<file path="config.mk">
export PLATFORM = sky130hd
export DESIGN_NAME = adc_sequencer
export DESIGN_NICKNAME = d
export VERILOG_FILES = /design/src/pkg/adc_seq_pkg.sv /design/src/pkg/step_decode_if.sv /design/src/logic/adc_sequencer.sv /design/src/logic/step_decode.sv
export SDC_FILE = /design/constraint.sdc
export NUM_CORES = 1
export LEC_CHECK = 0
export ABC_CLOCK_PERIOD_IN_PS = 4100
export CAP_MARGIN = 20
export CORE_ASPECT_RATIO = 2
export CORE_MARGIN = 4
export CORE_UTILIZATION = 47
export DETAILED_ROUTE_END_ITERATION = 16
export DONT_BUFFER_PORTS = 1
export REMOVE_ABC_BUFFERS = 1
export SETUP_SLACK_MARGIN = 0.5
export SLEW_MARGIN = 20
export SYNTH_ARGS = -nofsm -noshare
export SYNTH_HDL_FRONTEND = slang
export SYNTH_SLANG_ARGS = --single-unit
</file>
<file path="constraint.sdc">
create_clock -name ref_clk_in -period 4.1 [get_ports ref_clk_in]
set_clock_uncertainty 0.1 [all_clocks]
set_input_delay 0.41 -clock ref_clk_in [delete_from_list [all_inputs] [get_ports ref_clk_in]]
set_output_delay 0.41 -clock ref_clk_in [all_outputs]
set_load 0.02 [all_outputs]
</file>
<file path="src/pkg/adc_seq_pkg.sv">
// Constants, types and decode functions shared by the auxiliary converter step sequencer.
package adc_seq_pkg;

  localparam int unsigned ADDR_W = 10;
  localparam int unsigned DATA_W = 32;
  localparam int unsigned CFG_W  = 16;
  localparam int unsigned NUM_STEPS = 2;

  // Register indices; the byte address of a register is four times its index.
  localparam logic [7:0] STEP1_INDEX  = 8'h91;
  localparam logic [7:0] STEP2_INDEX  = 8'h92;
  localparam logic [7:0] CTRL_INDEX   = 8'h93;
  localparam logic [7:0] STATUS_INDEX = 8'h94;

  localparam logic [ADDR_W-1:0] STEP1_ADDR  = {STEP1_INDEX, 2'b00};
  localparam logic [ADDR_W-1:0] STEP2_ADDR  = {STEP2_INDEX, 2'b00};
  localparam logic [ADDR_W-1:0] CTRL_ADDR   = {CTRL_INDEX, 2'b00};
  localparam logic [ADDR_W-1:0] STATUS_ADDR = {STATUS_INDEX, 2'b00};

  localparam logic [CFG_W-1:0] STEP1_RESET    = 16'h0001;
  localparam logic [CFG_W-1:0] STEP2_RESET    = 16'h0002;
  localparam logic [CFG_W-1:0] CFG_WRITE_MASK = 16'he01f;

  // Step configuration field positions.
  localparam int unsigned ENABLE_BIT = 15;
  localparam int unsigned GAIN_HI    = 14;
  localparam int unsigned GAIN_LO    = 13;
  localparam int unsigned RSVD_HI    = 12;
  localparam int unsigned RSVD_LO    = 5;
  localparam int unsigned NEG_BIT    = 4;
  localparam int unsigned POS_HI     = 3;
  localparam int unsigned POS_LO     = 0;

  // Control and status field positions.
  localparam int unsigned RUN_BIT     = 0;
  localparam int unsigned BUSY_BIT    = 0;
  localparam int unsigned CURSOR_LO   = 1;
  localparam int unsigned PASS_DONE_BIT = 3;

  localparam logic [1:0] GAIN_CODE_X1 = 2'h0;
  localparam logic [1:0] GAIN_CODE_X2 = 2'h1;
  localparam logic [2:0] GAIN_X1 = 3'h1;
  localparam logic [2:0] GAIN_X2 = 3'h2;
  localparam logic [2:0] GAIN_X4 = 3'h4;

  localparam logic [3:0] POS_LAST_EXTERNAL = 4'h7;
  localparam logic [3:0] POS_TEMPERATURE   = 4'h8;
  localparam logic [3:0] POS_SHORT         = 4'h9;
  localparam logic [3:0] POS_IO_QUARTER    = 4'hc;
  localparam logic [3:0] POS_ANALOG_RAIL   = 4'he;
  localparam logic [3:0] POS_DIGITAL_RAIL  = 4'hf;

  typedef enum logic [2:0] {
    src_external,
    src_temperature,
    src_short,
    src_io_quarter,
    src_analog_rail,
    src_digital_rail,
    src_internal_other
  } pos_src_type;

  typedef enum logic [1:0] {
    neg_ground,
    neg_ext_seven,
    neg_automatic
  } neg_src_type;

  function automatic logic [2:0] gain_of(input logic [1:0] code);
    gain_of = (code == GAIN_CODE_X1) ? GAIN_X1 : (code == GAIN_CODE_X2) ? GAIN_X2 : GAIN_X4;
  endfunction

  function automatic pos_src_type src_of(input logic [3:0] code);
    src_of = (code <= POS_LAST_EXTERNAL) ? src_external :
             (code == POS_TEMPERATURE)   ? src_temperature :
             (code == POS_SHORT)         ? src_short :
             (code == POS_IO_QUARTER)    ? src_io_quarter :
             (code == POS_ANALOG_RAIL)   ? src_analog_rail :
             (code == POS_DIGITAL_RAIL)  ? src_digital_rail : src_internal_other;
  endfunction

endpackage

</file>
<file path="src/pkg/step_decode_if.sv">
// Carrier between the sequencer and its step configuration decoder.
`timescale 1ns/1ps
`default_nettype none
interface step_decode_if;
  import adc_seq_pkg::*;
  logic [CFG_W-1:0] cfg;
  logic             enable;
  logic [2:0]       gain;
  logic [3:0]       pos_code;
  pos_src_type      pos_src;
  neg_src_type      neg_src;
  logic             ext_disconnect;
  modport decoder (input cfg, output enable, gain, pos_code, pos_src, neg_src, ext_disconnect);
  modport user    (output cfg, input enable, gain, pos_code, pos_src, neg_src, ext_disconnect);
endinterface
`default_nettype wire

</file>
<file path="src/logic/adc_sequencer.sv">
// Step sequencer of the auxiliary converter with its APB register file.
// Summary of operation
// - Bit 15 of a step configuration enables that step when set; steps start disabled.
// - Bits 14:13 pick the gain: 00 gives one, 01 gives two, 10 and 11 give four.
// - Bits 12:5 are reserved and always read back as zero.
// - Bit 4 picks the negative input: 0 is the analog ground reference, 1 is input seven.
// - Positive codes 0 to 7 pick external inputs zero to seven.
// - Positive codes 8 to 15 force the negative input and ignore bit 4.
// - Code 8 is the temperature sensor, 9 a short to ground, 12 the quarter I/O supply, 14 and 15 the rails over 103.
// - The second step register has index 0x92 and resets to 0x0002.
// - The first step register has index 0x91 and resets to 0x0001.
//
// Design decision made here: register access over APB.
`timescale 1ns/1ps
`default_nettype none
module adc_sequencer
  import adc_seq_pkg::*;
(
  input  wire logic              ref_clk_in,
  input  wire logic              arst_n_in,
  input  wire logic              psel_in,
  input  wire logic              penable_in,
  input  wire logic              pwrite_in,
  input  wire logic [ADDR_W-1:0] paddr_in,
  input  wire logic [DATA_W-1:0] pwdata_in,
  output logic      [DATA_W-1:0] prdata_out,
  output logic                   pready_out,
  output logic                   pslverr_out,
  input  wire logic              conv_done_in,
  output logic                   conv_start_out,
  output logic      [2:0]        conv_gain_out,
  output logic      [3:0]        pos_code_out,
  output logic      [2:0]        pos_src_out,
  output logic      [1:0]        neg_src_out,
  output logic                   ext_disconnect_out,
  output logic                   busy_out,
  output logic      [1:0]        step_number_out
);

  typedef enum logic [1:0] {st_idle, st_check, st_start, st_wait} seq_state_type;

  seq_state_type    state_q;
  seq_state_type    state_d;
  logic [CFG_W-1:0] cfg_q [NUM_STEPS];
  logic             cursor_q;
  logic             cursor_d;
  logic             run_q;
  logic             pass_done_q;
  logic             pready_q;
  logic             pslverr_q;
  logic [DATA_W-1:0] prdata_q;
  logic             conv_start_q;
  logic [2:0]       conv_gain_q;
  logic [3:0]       pos_code_q;
  pos_src_type      pos_src_q;
  neg_src_type      neg_src_q;
  logic             ext_disconnect_q;
  logic             step1_written_q;
  logic             step2_written_q;

  step_decode_if dec_if ();

  step_decode u_decode (
    .dec (dec_if.decoder)
  );

  // Bus decode.
  wire setup_phase = psel_in & ~penable_in;
  wire access_done = psel_in & penable_in & pready_q;
  wire hit_step1   = (paddr_in == STEP1_ADDR);
  wire hit_step2   = (paddr_in == STEP2_ADDR);
  wire hit_ctrl    = (paddr_in == CTRL_ADDR);
  wire hit_status  = (paddr_in == STATUS_ADDR);
  wire hit_any     = hit_step1 | hit_step2 | hit_ctrl | hit_status;
  wire wr_done     = access_done & pwrite_in;
  wire wr_step1    = wr_done & hit_step1;
  wire wr_step2    = wr_done & hit_step2;
  wire wr_ctrl     = wr_done & hit_ctrl;
  wire wr_status   = wr_done & hit_status;

  wire [CFG_W-1:0] cfg_wdata = pwdata_in[CFG_W-1:0] & CFG_WRITE_MASK;

  wire [DATA_W-1:0] ctrl_word   = {{(DATA_W-1){1'b0}}, run_q};
  wire [DATA_W-1:0] status_word = {{(DATA_W-4){1'b0}}, pass_done_q,
                                   step_number_out, busy_out};
  wire [DATA_W-1:0] read_mux =
    hit_step1  ? {{(DATA_W-CFG_W){1'b0}}, cfg_q[0]} :
    hit_step2  ? {{(DATA_W-CFG_W){1'b0}}, cfg_q[1]} :
    hit_ctrl   ? ctrl_word :
    hit_status ? status_word : '0;

  // Sequencer decode.
  wire [CFG_W-1:0] sel_cfg   = cfg_q[cursor_q];
  wire             last_step = (cursor_q == 1'(NUM_STEPS - 1));
  wire             skip_last = (state_q == st_check) & ~dec_if.enable & last_step;
  wire             done_last = (state_q == st_wait) & conv_done_in & last_step;
  wire             pass_end  = skip_last | done_last;

  assign dec_if.cfg = sel_cfg;

  always_comb begin
    state_d  = state_q;
    cursor_d = cursor_q;
    unique case (state_q)
      st_idle: begin
        cursor_d = 1'b0;
        if (run_q) begin
          state_d = st_check;
        end
      end
      st_check: begin
        if (dec_if.enable) begin
          state_d = st_start;
        end else if (last_step) begin
          state_d = st_idle;
        end else begin
          cursor_d = 1'b1;
        end
      end
      st_start: begin
        state_d = st_wait;
      end
      st_wait: begin
        if (conv_done_in) begin
          if (last_step) begin
            state_d = st_idle;
          end else begin
            state_d  = st_check;
            cursor_d = 1'b1;
          end
        end
      end
    endcase
  end

  // Bus answer: zero wait states, error on an unmapped address.
  always_ff @(posedge ref_clk_in or negedge arst_n_in) begin
    if (!arst_n_in) begin
      pready_q  <= 1'b0;
      pslverr_q <= 1'b0;
      prdata_q  <= '0;
    end else begin
      pready_q  <= setup_phase;
      pslverr_q <= setup_phase & ~hit_any;
      prdata_q  <= setup_phase ? read_mux : '0;
    end
  end

  // Step configuration registers.
  always_ff @(posedge ref_clk_in or negedge arst_n_in) begin
    if (!arst_n_in) begin
      cfg_q[0]        <= STEP1_RESET;
      cfg_q[1]        <= STEP2_RESET;
      step1_written_q <= 1'b0;
      step2_written_q <= 1'b0;
    end else begin
      if (wr_step1) begin
        cfg_q[0]        <= cfg_wdata;
        step1_written_q <= 1'b1;
      end
      if (wr_step2) begin
        cfg_q[1]        <= cfg_wdata;
        step2_written_q <= 1'b1;
      end
    end
  end

  // Run is set by software and cleared at the end of a pass; the software set wins.
  always_ff @(posedge ref_clk_in or negedge arst_n_in) begin
    if (!arst_n_in) begin
      run_q       <= 1'b0;
      pass_done_q <= 1'b0;
    end else begin
      run_q       <= (wr_ctrl & pwdata_in[RUN_BIT]) | (run_q & ~pass_end);
      pass_done_q <= pass_end | (pass_done_q & ~(wr_status & pwdata_in[PASS_DONE_BIT]));
    end
  end

  always_ff @(posedge ref_clk_in or negedge arst_n_in) begin
    if (!arst_n_in) begin
      state_q  <= st_idle;
      cursor_q <= 1'b0;
    end else begin
      state_q  <= state_d;
      cursor_q <= cursor_d;
    end
  end

  // The selection is captured when a step is entered, so a later write waits for the next visit.
  wire capture = (state_q == st_check) & dec_if.enable;

  always_ff @(posedge ref_clk_in or negedge arst_n_in) begin
    if (!arst_n_in) begin
      conv_gain_q      <= GAIN_X1;
      pos_code_q       <= '0;
      pos_src_q        <= src_external;
      neg_src_q        <= neg_ground;
      ext_disconnect_q <= 1'b0;
    end else if (capture) begin
      conv_gain_q      <= dec_if.gain;
      pos_code_q       <= dec_if.pos_code;
      pos_src_q        <= dec_if.pos_src;
      neg_src_q        <= dec_if.neg_src;
      ext_disconnect_q <= dec_if.ext_disconnect;
    end
  end

  always_ff @(posedge ref_clk_in or negedge arst_n_in) begin
    if (!arst_n_in) begin
      conv_start_q <= 1'b0;
      busy_out     <= 1'b0;
      step_number_out <= 2'h0;
    end else begin
      conv_start_q    <= (state_d == st_start);
      busy_out        <= (state_d != st_idle);
      step_number_out <= (state_d == st_idle) ? 2'h0 : {1'b0, cursor_d} + 2'h1;
    end
  end

  assign prdata_out         = prdata_q;
  assign pready_out         = pready_q;
  assign pslverr_out        = pslverr_q;
  assign conv_start_out     = conv_start_q;
  assign conv_gain_out      = conv_gain_q;
  assign pos_code_out       = pos_code_q;
  assign pos_src_out        = pos_src_q;
  assign neg_src_out        = neg_src_q;
  assign ext_disconnect_out = ext_disconnect_q;

  disabled_step_skip_a: assert property (
    @(posedge ref_clk_in) disable iff (!arst_n_in)
    (state_q == st_check) && !sel_cfg[ENABLE_BIT] |=>
      !conv_start_q && state_q == ($past(last_step) ? st_idle : st_check))
    else $error("Disabled step started a conversion.");

  gain_mapping_a: assert property (
    @(posedge ref_clk_in) disable iff (!arst_n_in)
    capture |=> conv_start_q && conv_gain_q == gain_of($past(sel_cfg[GAIN_HI:GAIN_LO])))
    else $error("Converter gain does not match the step gain field.");

  reserved_zero_a: assert property (
    @(posedge ref_clk_in) disable iff (!arst_n_in)
    setup_phase && (hit_step1 || hit_step2) |=> prdata_q[RSVD_HI:RSVD_LO] == 8'h00)
    else $error("Reserved step bits read back nonzero.");

  neg_manual_a: assert property (
    @(posedge ref_clk_in) disable iff (!arst_n_in)
    capture && sel_cfg[POS_HI:POS_LO] <= POS_LAST_EXTERNAL |=>
      neg_src_q == ($past(sel_cfg[NEG_BIT]) ? neg_ext_seven : neg_ground))
    else $error("Negative input does not follow its selection bit.");

  pos_external_a: assert property (
    @(posedge ref_clk_in) disable iff (!arst_n_in)
    capture && sel_cfg[POS_HI:POS_LO] <= POS_LAST_EXTERNAL |=>
      pos_src_q == src_external && pos_code_q == $past(sel_cfg[POS_HI:POS_LO]))
    else $error("External positive input not selected.");

  neg_automatic_a: assert property (
    @(posedge ref_clk_in) disable iff (!arst_n_in)
    capture && sel_cfg[POS_HI:POS_LO] > POS_LAST_EXTERNAL |=> neg_src_q == neg_automatic)
    else $error("Internal source did not force the negative input.");

  internal_source_a: assert property (
    @(posedge ref_clk_in) disable iff (!arst_n_in)
    capture |=> pos_src_q == src_of($past(sel_cfg[POS_HI:POS_LO])) &&
      ext_disconnect_q == ($past(sel_cfg[POS_HI:POS_LO]) == POS_SHORT))
    else $error("Internal source decode is wrong.");

  step2_reset_a: assert property (
    @(posedge ref_clk_in) disable iff (!arst_n_in)
    !step2_written_q |-> cfg_q[1] == STEP2_RESET)
    else $error("Second step register left its reset value unwritten.");

  step1_reset_a: assert property (
    @(posedge ref_clk_in) disable iff (!arst_n_in)
    setup_phase && hit_step1 && !step1_written_q && !wr_step1 |=>
      prdata_q == {{(DATA_W-CFG_W){1'b0}}, STEP1_RESET})
    else $error("First step register did not read its reset value.");

  ascending_order_a: assert property (
    @(posedge ref_clk_in) disable iff (!arst_n_in)
    (state_q == st_wait) && conv_done_in && !last_step |=>
      state_q == st_check && cursor_q && step_number_out == 2'h2)
    else $error("Sequencer did not advance to the next step.");

  enabled_step_start_a: assert property (
    @(posedge ref_clk_in) disable iff (!arst_n_in)
    (state_q == st_check) && sel_cfg[ENABLE_BIT] |=> conv_start_q && busy_out)
    else $error("Enabled step did not start a conversion.");

  reserved_write_a: assert property (
    @(posedge ref_clk_in) disable iff (!arst_n_in)
    wr_step2 |=> cfg_q[1][RSVD_HI:RSVD_LO] == 8'h00)
    else $error("Reserved bits of the second step register were stored.");

  step1_write_a: assert property (
    @(posedge ref_clk_in) disable iff (!arst_n_in)
    wr_step1 |=> cfg_q[0][POS_HI:POS_LO] == $past(pwdata_in[POS_HI:POS_LO]) &&
      cfg_q[0][ENABLE_BIT] == $past(pwdata_in[ENABLE_BIT]))
    else $error("First step register did not take the written fields.");

  first_step_a: assert property (
    @(posedge ref_clk_in) disable iff (!arst_n_in)
    (state_q == st_idle) && run_q |=>
      state_q == st_check && !cursor_q && step_number_out == 2'h1)
    else $error("Pass did not begin at the first step.");

  pass_end_a: assert property (
    @(posedge ref_clk_in) disable iff (!arst_n_in)
    pass_end |=> !busy_out && step_number_out == 2'h0 && pass_done_q)
    else $error("Pass end did not return the sequencer to idle.");

endmodule
`default_nettype wire

</file>
<file path="src/logic/step_decode.sv">
// Decoder from one step configuration word to converter gain and input selection.
`timescale 1ns/1ps
`default_nettype none
module step_decode
  import adc_seq_pkg::*;
(
  step_decode_if.decoder dec
);
  wire       auto_neg;
  wire [3:0] pos_field;

  assign pos_field          = dec.cfg[POS_HI:POS_LO];
  assign auto_neg           = (pos_field > POS_LAST_EXTERNAL);
  assign dec.enable         = dec.cfg[ENABLE_BIT];
  assign dec.gain           = gain_of(dec.cfg[GAIN_HI:GAIN_LO]);
  assign dec.pos_code       = pos_field;
  assign dec.pos_src        = src_of(pos_field);
  assign dec.neg_src        = auto_neg ? neg_automatic :
                              (dec.cfg[NEG_BIT] ? neg_ext_seven : neg_ground);
  assign dec.ext_disconnect = (pos_field == POS_SHORT);
endmodule
`default_nettype wire

</file>
## Yosys cells after proc, flatten, opt, wreduce, memory -nomap -nowiden

Cells that the tools add are included.

| word-level totals | value |
|---|---|
| register bits | 56 |
| input bits | 48 |
| word-level logic and storage cells | 97 |

| operators by class | value |
|---|---|
| $add $sub $neg | 1 |
| magnitude comparators | 3 |
| eq/ne operators | 14 |
| multiplexer cells | 28 |
| bitwise gates (word level) | 30 |
| reductions and logical operators | 4 |

Operators by type and width:

| kind | count |
|---|---|
| 16-bit 2-to-1 mux | 6 |
| 10-bit equality test (second input constant) | 4 |
| 3-bit 2-to-1 mux | 7 |
| 4-bit equality test (second input constant) | 5 |
| 1-bit bitwise AND | 18 |
| 2-bit 2-to-1 mux | 7 |
| 4-bit 2-to-1 mux | 2 |
| 2-bit one-hot mux with 4 select lines | 1 |
| 2-bit equality test (second input constant) | 3 |
| 2-bit logical NOT | 3 |
| 1-bit OR | 6 |
| 1-bit NOT | 5 |
| 2-bit by 1-bit equality test with 1-bit output (second input constant) | 2 |
| 4-bit by 3-bit greater-than comparator with 1-bit output (second input constant) | 1 |
| 4-bit by 3-bit <= comparator with 1-bit output (second input constant) | 1 |
| 1-bit 2-to-1 mux | 4 |
| 1-bit one-hot mux with 3 select lines | 1 |
| 1-bit by 1-bit adder with 2-bit output (second input constant) | 1 |
| 2-bit greater-or-equal comparator (second input constant) | 1 |
| 1-bit NOT with 2-bit output | 1 |
| 2-bit nonzero test | 1 |

## Depth between registers and ports, before layout

| depth | value |
|---|---|
| depth after elaboration | 11 |
| gate-level depth with buffers | 6 |

## Cells and area by module

Synthesis repeated with hierarchy kept, for this count alone.

| unflattened totals | value |
|---|---|
| cell total of the unflattened synthesis | 221 |
| area, all modules | 2521.2 um2 |

By module, submodules not included:

| module | times used | cells an instance | area an instance (um2) | seq. area each (um2) |
|---|---|---|---|---|
| adc_sequencer | 1 | 202 | 2409.8 | 1204.9 |
| step_decode | 1 | 19 | 111.4 | 0.0 |

## Worst setup path after synthesis

OpenSTA, ideal clock, no wires.

| path | value |
|---|---|
| kind | input to register |
| start point | in paddr_in[4] |
| end point | reg cfg_q[0] (netlist name) |
| library setup time | 0.125 ns |
| arrival time | 1.565 ns |
| required time | 3.875 ns |
| path slack | 2.311 ns |
| stages on the path | 5 |
| buffers on the path | 1 |
| path through | nor4b_2 -> and3b_2 -> and3_1 -> buf_6 -> mux2_2 |

| on the way | value |
|---|---|
| longest elaborated chain between the ends | 2 |

Ends and longest elaborated chain:

| element | RTL line | text |
|---|---|---|
| start, declared | adc_sequencer.sv:24 | `input wire logic [ADDR_W-1:0] paddr_in,` |
| 10-bit equality test | adc_sequencer.sv:71 | `wire hit_step2 = (paddr_in == STEP2_ADDR);` |
| 1-bit bitwise AND | adc_sequencer.sv:77 | `wire wr_step2 = wr_done & hit_step2;` |
| end, declared | adc_sequencer.sv:44 | `logic [CFG_W-1:0] cfg_q [NUM_STEPS];` |

No other way between the ends.
A chain may end at the register's enable or synchronous reset.

## Final worst setup path

| path | value |
|---|---|
| start point | reg cursor_q |
| end point | reg step_number_out[1] |

| on the way | value |
|---|---|
| longest elaborated chain between the ends | 8 |
| elaborated cells between the ends (all ways) | 15 |

Ends and longest elaborated chain:

| element | RTL line | text |
|---|---|---|
| start, declared | adc_sequencer.sv:45 | `logic cursor_q;` |
| start signal, assigned | adc_sequencer.sv:185 | `cursor_q <= cursor_d;` |
| 1-bit NOT with 2-bit output (implied by the code) | adc_sequencer.sv:93 | `wire [CFG_W-1:0] sel_cfg = cfg_q[cursor_q];` |
| 16-bit 2-to-1 mux (implied by the code) (3 in series) | adc_sequencer.sv:93 |  |
| 1-bit 2-to-1 mux or 2-bit 2-to-1 mux (tied branches) | adc_sequencer.sv:112 | `if (dec_if.enable) begin` |
| 1-bit one-hot mux with 3 select lines or 2-bit one-hot mux with 4 select lines (tied branches) | adc_sequencer.sv:104 | `unique case (state_q)` |
| 1-bit by 1-bit adder with 2-bit output or 2-bit logical NOT (tied branches) | adc_sequencer.sv:216 | `step_number_out <= (state_d == st_idle) ? 2'h0 : {1'b0, cursor_d} + 2'h1;` |
| 2-bit 2-to-1 mux (*) | adc_sequencer.sv:216 |  |
| end signal, assigned | adc_sequencer.sv:216 |  |
| end, declared | adc_sequencer.sv:37 | `output logic [1:0] step_number_out` |

Every way passes the cells marked *; elsewhere a longest branch is shown, timed or not. The select of a mux whose other input is x is not followed.

==> results by group <==
Job
  • Max-cap check violation count: 0

Drt
  • First-pass DRT Iterations: 4
  • Total length of routed wires: 4.63 mm
  • Via count: 1430
  • Detailed-routed wire length on met3: 355 um
  • Max layer used: met4
  • Detailed Route Iter0 Violations: 35
  • Routed met2 length: about 2.5 mm
  • Post-route antenna net violation count: 0
  • Drt wl/cell: 17.6 um
  • Vias per cell: between 5 and 6
  • Routed met1 length: approximately 1.7 mm
  • # DRC: 0

Placed design
  • Placed Instance Area: around 2200 um2
  • Routability-driven placement congestion ratio: between 0.8 and 0.9
  • Placed insts: roughly 250
  • Count of input and output buffers: 0
  • Detailed placement HPWL: ~3.5 mm

Clock tree
  • Clock-pin slew on the worst setup and hold paths: 80 ps
  • TritonCTS clock tree: built
  • # clock sinks: between 40 and 50
  • Clock Path Buffers: 2
  • H-tree levels: 2
  • Quantity of gates resized following cts: 0
  • Insertion delay of the later-clocked pin in the worst-skew pair: between 200 and 300 ps
  • Number of buffers inserted by post-CTS setup repair: 0
  • Number of buffers created by CTS: 5
  • Clock Tree Root: clkbuf_8
  • Hold Buf Count CTS: 2

Setup path
  • Source of the worst register-to-register timing path: cursor_q
  • CP Cell Sequence: mux2_2 -> nand3b_1 -> inv_1 -> a211oi_1 -> a21oi_1
  • CP peak stage delay: around 730 ps
  • Worst Path Required: around 4200 ps
  • Critical path launch point type: flip-flop
  • Kind of end point of the critical path: flip-flop
  • Endpoint of the worst-slack reg-to-reg timing path: step_number_out[1]
  • Crit path kind: flip-flop to flip-flop
  • Standard cell with the maximum stage delay on the critical path: dfrtp_1
  • Register-to-register setup slack: 1520 ps
  • Cell count of the worst reg-to-reg path: 5
  • Maximum net fanout on the critical path: 22
  • Critical path arrival: between 2000 and 3000 ps

Global route
  • Via count of the first global-routing pass: 1546
  • All-Layer GR Usage: 0.164
  • Largest net degree at the start of global routing: 48
  • Initial antenna violation count: 0
  • First-pass GRT wire length: a little under 8 mm
  • Final global-route overflow total: 0

Synthesis
  • Number of synthesized register bits: between 40 and 50
  • Warnings, synthesis: 0
  • Post-synthesis instance total: around 210
  • Post-synthesis area per instance: around 11 um2
  • Post-synthesis sequential area ratio: 0.510
  • Number of distinct library cell variants in the gate-level netlist after synthesis: 40
  • Synthesized cell area: around 2300 um2

Power
  • Total chip power: about 840 uW
  • Leakage power: 1.13 nW
  • IR Drop Worst-Case VDD: 0.244 mV
  • Power density normalized to cell area: 357 nW/um2

Finish
  • Area of all placed cells without fillers: 2350 um2
  • Cell Count, Final, Fillers Out: 263
  • Number of diodes added for antenna fixing: 0
  • # nets final: between 200 and 300
  • Fraction of layout cells with a size suffix above 1: 0.173
  • Layout Area Growth over Synthesis: 1.62%

Floorplanning
  • I/O pin total: approximately 100
  • Die extent in x: 57.6 um
  • Core area: 4690 um2
  • Vertical extent of the die: roughly 110 um
  • Starting utilization of the core area: 0.494
  • Die Area: ~6200 um2
  • Row Count: 35

Worst hold path
  • Class of the worst hold path: input pin to flip-flop
  • End point of the worst hold path: pslverr_out
  • Source of the worst hold timing path: penable_in
  • Worst hold path stage count: 1

Status
  • Result of the run: complete, no violations

Timing
  • Remaining max-slew budget at the tightest pin: 0.497
  • Count of final hold-check violations: 0
  • Setup Viol. Count Final: 0
  • Shortest period the worst path allows: 2580 ps
  • RSZ-0062 raised after global routing: no
  • Maximum operating frequency: a little under 400 MHz
  • Pins Over Slew Limit: 0
  • Share of the clock period used by the worst path: 0.630
  • Setup TNS Final: 0 ps
  • Transition at the pin with the smallest max-transition slack: ~750 ps
-- synth_stat cells, drive strengths merged --
cell type  count  area share
nor2b          1      0.0027
o21ai          7       0.015
o31ai          2      0.0065
a311oi         1      0.0038
nand4          2      0.0054
buf           30       0.097
dfrtp         44        0.48
o211ai         1      0.0032
and4           1      0.0038
a21boi         1      0.0032
nor2          15       0.024
mux2          21        0.10
a22o           5       0.019
xnor2          1      0.0038
conb           1      0.0016
a211oi         2      0.0065
nand2b         5       0.014
clkbuf         3      0.0049
nand3          2      0.0097
mux2i          5       0.022
nand2         23       0.037
or3b           1      0.0038
and3           1      0.0027
a2111oi        1      0.0038
inv            6      0.0097
o2111ai        1      0.0038
and3b          2      0.0081
nand3b         3      0.0097
a21o           3      0.0097
dfstp          3       0.034
and2b          1      0.0032
a21oi          3      0.0065
a22oi          7       0.023
o41ai          1      0.0038
nor4b          2       0.017
-- registers in the layout (all words and copies together) (netlist names), 2 cells and up --
signal and count:
cfg_q 16, prdata_out 8, state_q 2, conv_gain_out 3, pos_src_out 3, step_number_out 2, pos_code_out 4
-- worst max-delay path by stage --
stage / startpoint / endpoint / slack (ps) / cells after the start
4_1_cts: cursor_q / step_number_out[1] / 1470 / 5
5_1_grt: cursor_q / step_number_out[0] / 1210 / 5
6_report: cursor_q / step_number_out[1] / 1520 / 5
2_1_floorplan: cursor_q / step_number_out[1] / 2000 / 5
3_5_place_dp: cursor_q / step_number_out[1] / 1500 / 5
3_3_place_gp: cursor_q / busy_out / 1530 / 5
-- placed cells by master (no fill, tap or decap), types with 2 or more instances in the layout --
cell type	n
a211oi_1	2
a21o_1	3
a21oi_1	3
a22o_1	5
a22oi_1	7
clkbuf_1	2
clkbuf_8	5
conb_1	24
dfrtp_1	44
dfstp_2	3
inv_1	6
mux2_2	21
mux2i_1	5
nand2_1	23
nand2b_1	5
nand3b_1	3
nand4_1	2
nor2_1	15
o21ai_0	7
o31ai_1	2
-- power by group --
group          total (mW)  leakage (nW)  internal (mW)  switching (mW)
combinational      0.0670         0.451         0.0231          0.0440
sequential          0.502         0.637          0.475          0.0273
clock               0.269        0.0422          0.120           0.149
total               0.838          1.13          0.618           0.220
-- layer usage --
layer | global-route usage | up-vias
met5 | 0 | -
met2 | 0.282 | 55
met4 | 0.0630 | 0
met1 | 0.178 | 696
li1 | - | 669
met3 | 0.0602 | 10
-- stage by stage --
stage,setup WS [ps],hold WS [ps],util
6_report,1520,66.4,0.502
5_1_grt,1210,53.0,0.502
4_1_cts,1470,56.1,0.502
3_5_place_dp,1500,15.6,0.476
3_3_place_gp,1530,15.6,0.476
2_1_floorplan,2000,14.4,-
-- layout make-up --
class	instances	area [um2]
repair buffers	2	37.5
inverters	6	22.5
multi-input cells	145	961
clock inverters	1	5.00
fillers	418	2330
well taps	55	68.8
flip-flops and latches	47	1180
clock buffers	7	76.3
-- logic make-up (layout without fill, tap and decap cells) --
family | count (synthesis) | count (layout) | share of synthesized area
XOR/XNOR | 1 | 1 | 0.00379
multiplexers | 26 | 26 | 0.124
flip-flops | 47 | 47 | 0.510
AO/OA/AOI/OAI | 35 | 35 | 0.108
AND/OR/NAND/NOR | 59 | 59 | 0.141
other | 1 | 24 | 0.00162
buffers and inverters | 39 | 16 | 0.112
-- worst max-delay path: cells and delay by family (launching register included) --
family | cells | cell delay, ps
compound gates | 2 | 440
buf+inv | 1 | 250
flops | 1 | 730
mux | 1 | 400
simple gates | 1 | 540
No activity file was read; power rests on OpenSTA's default activity.
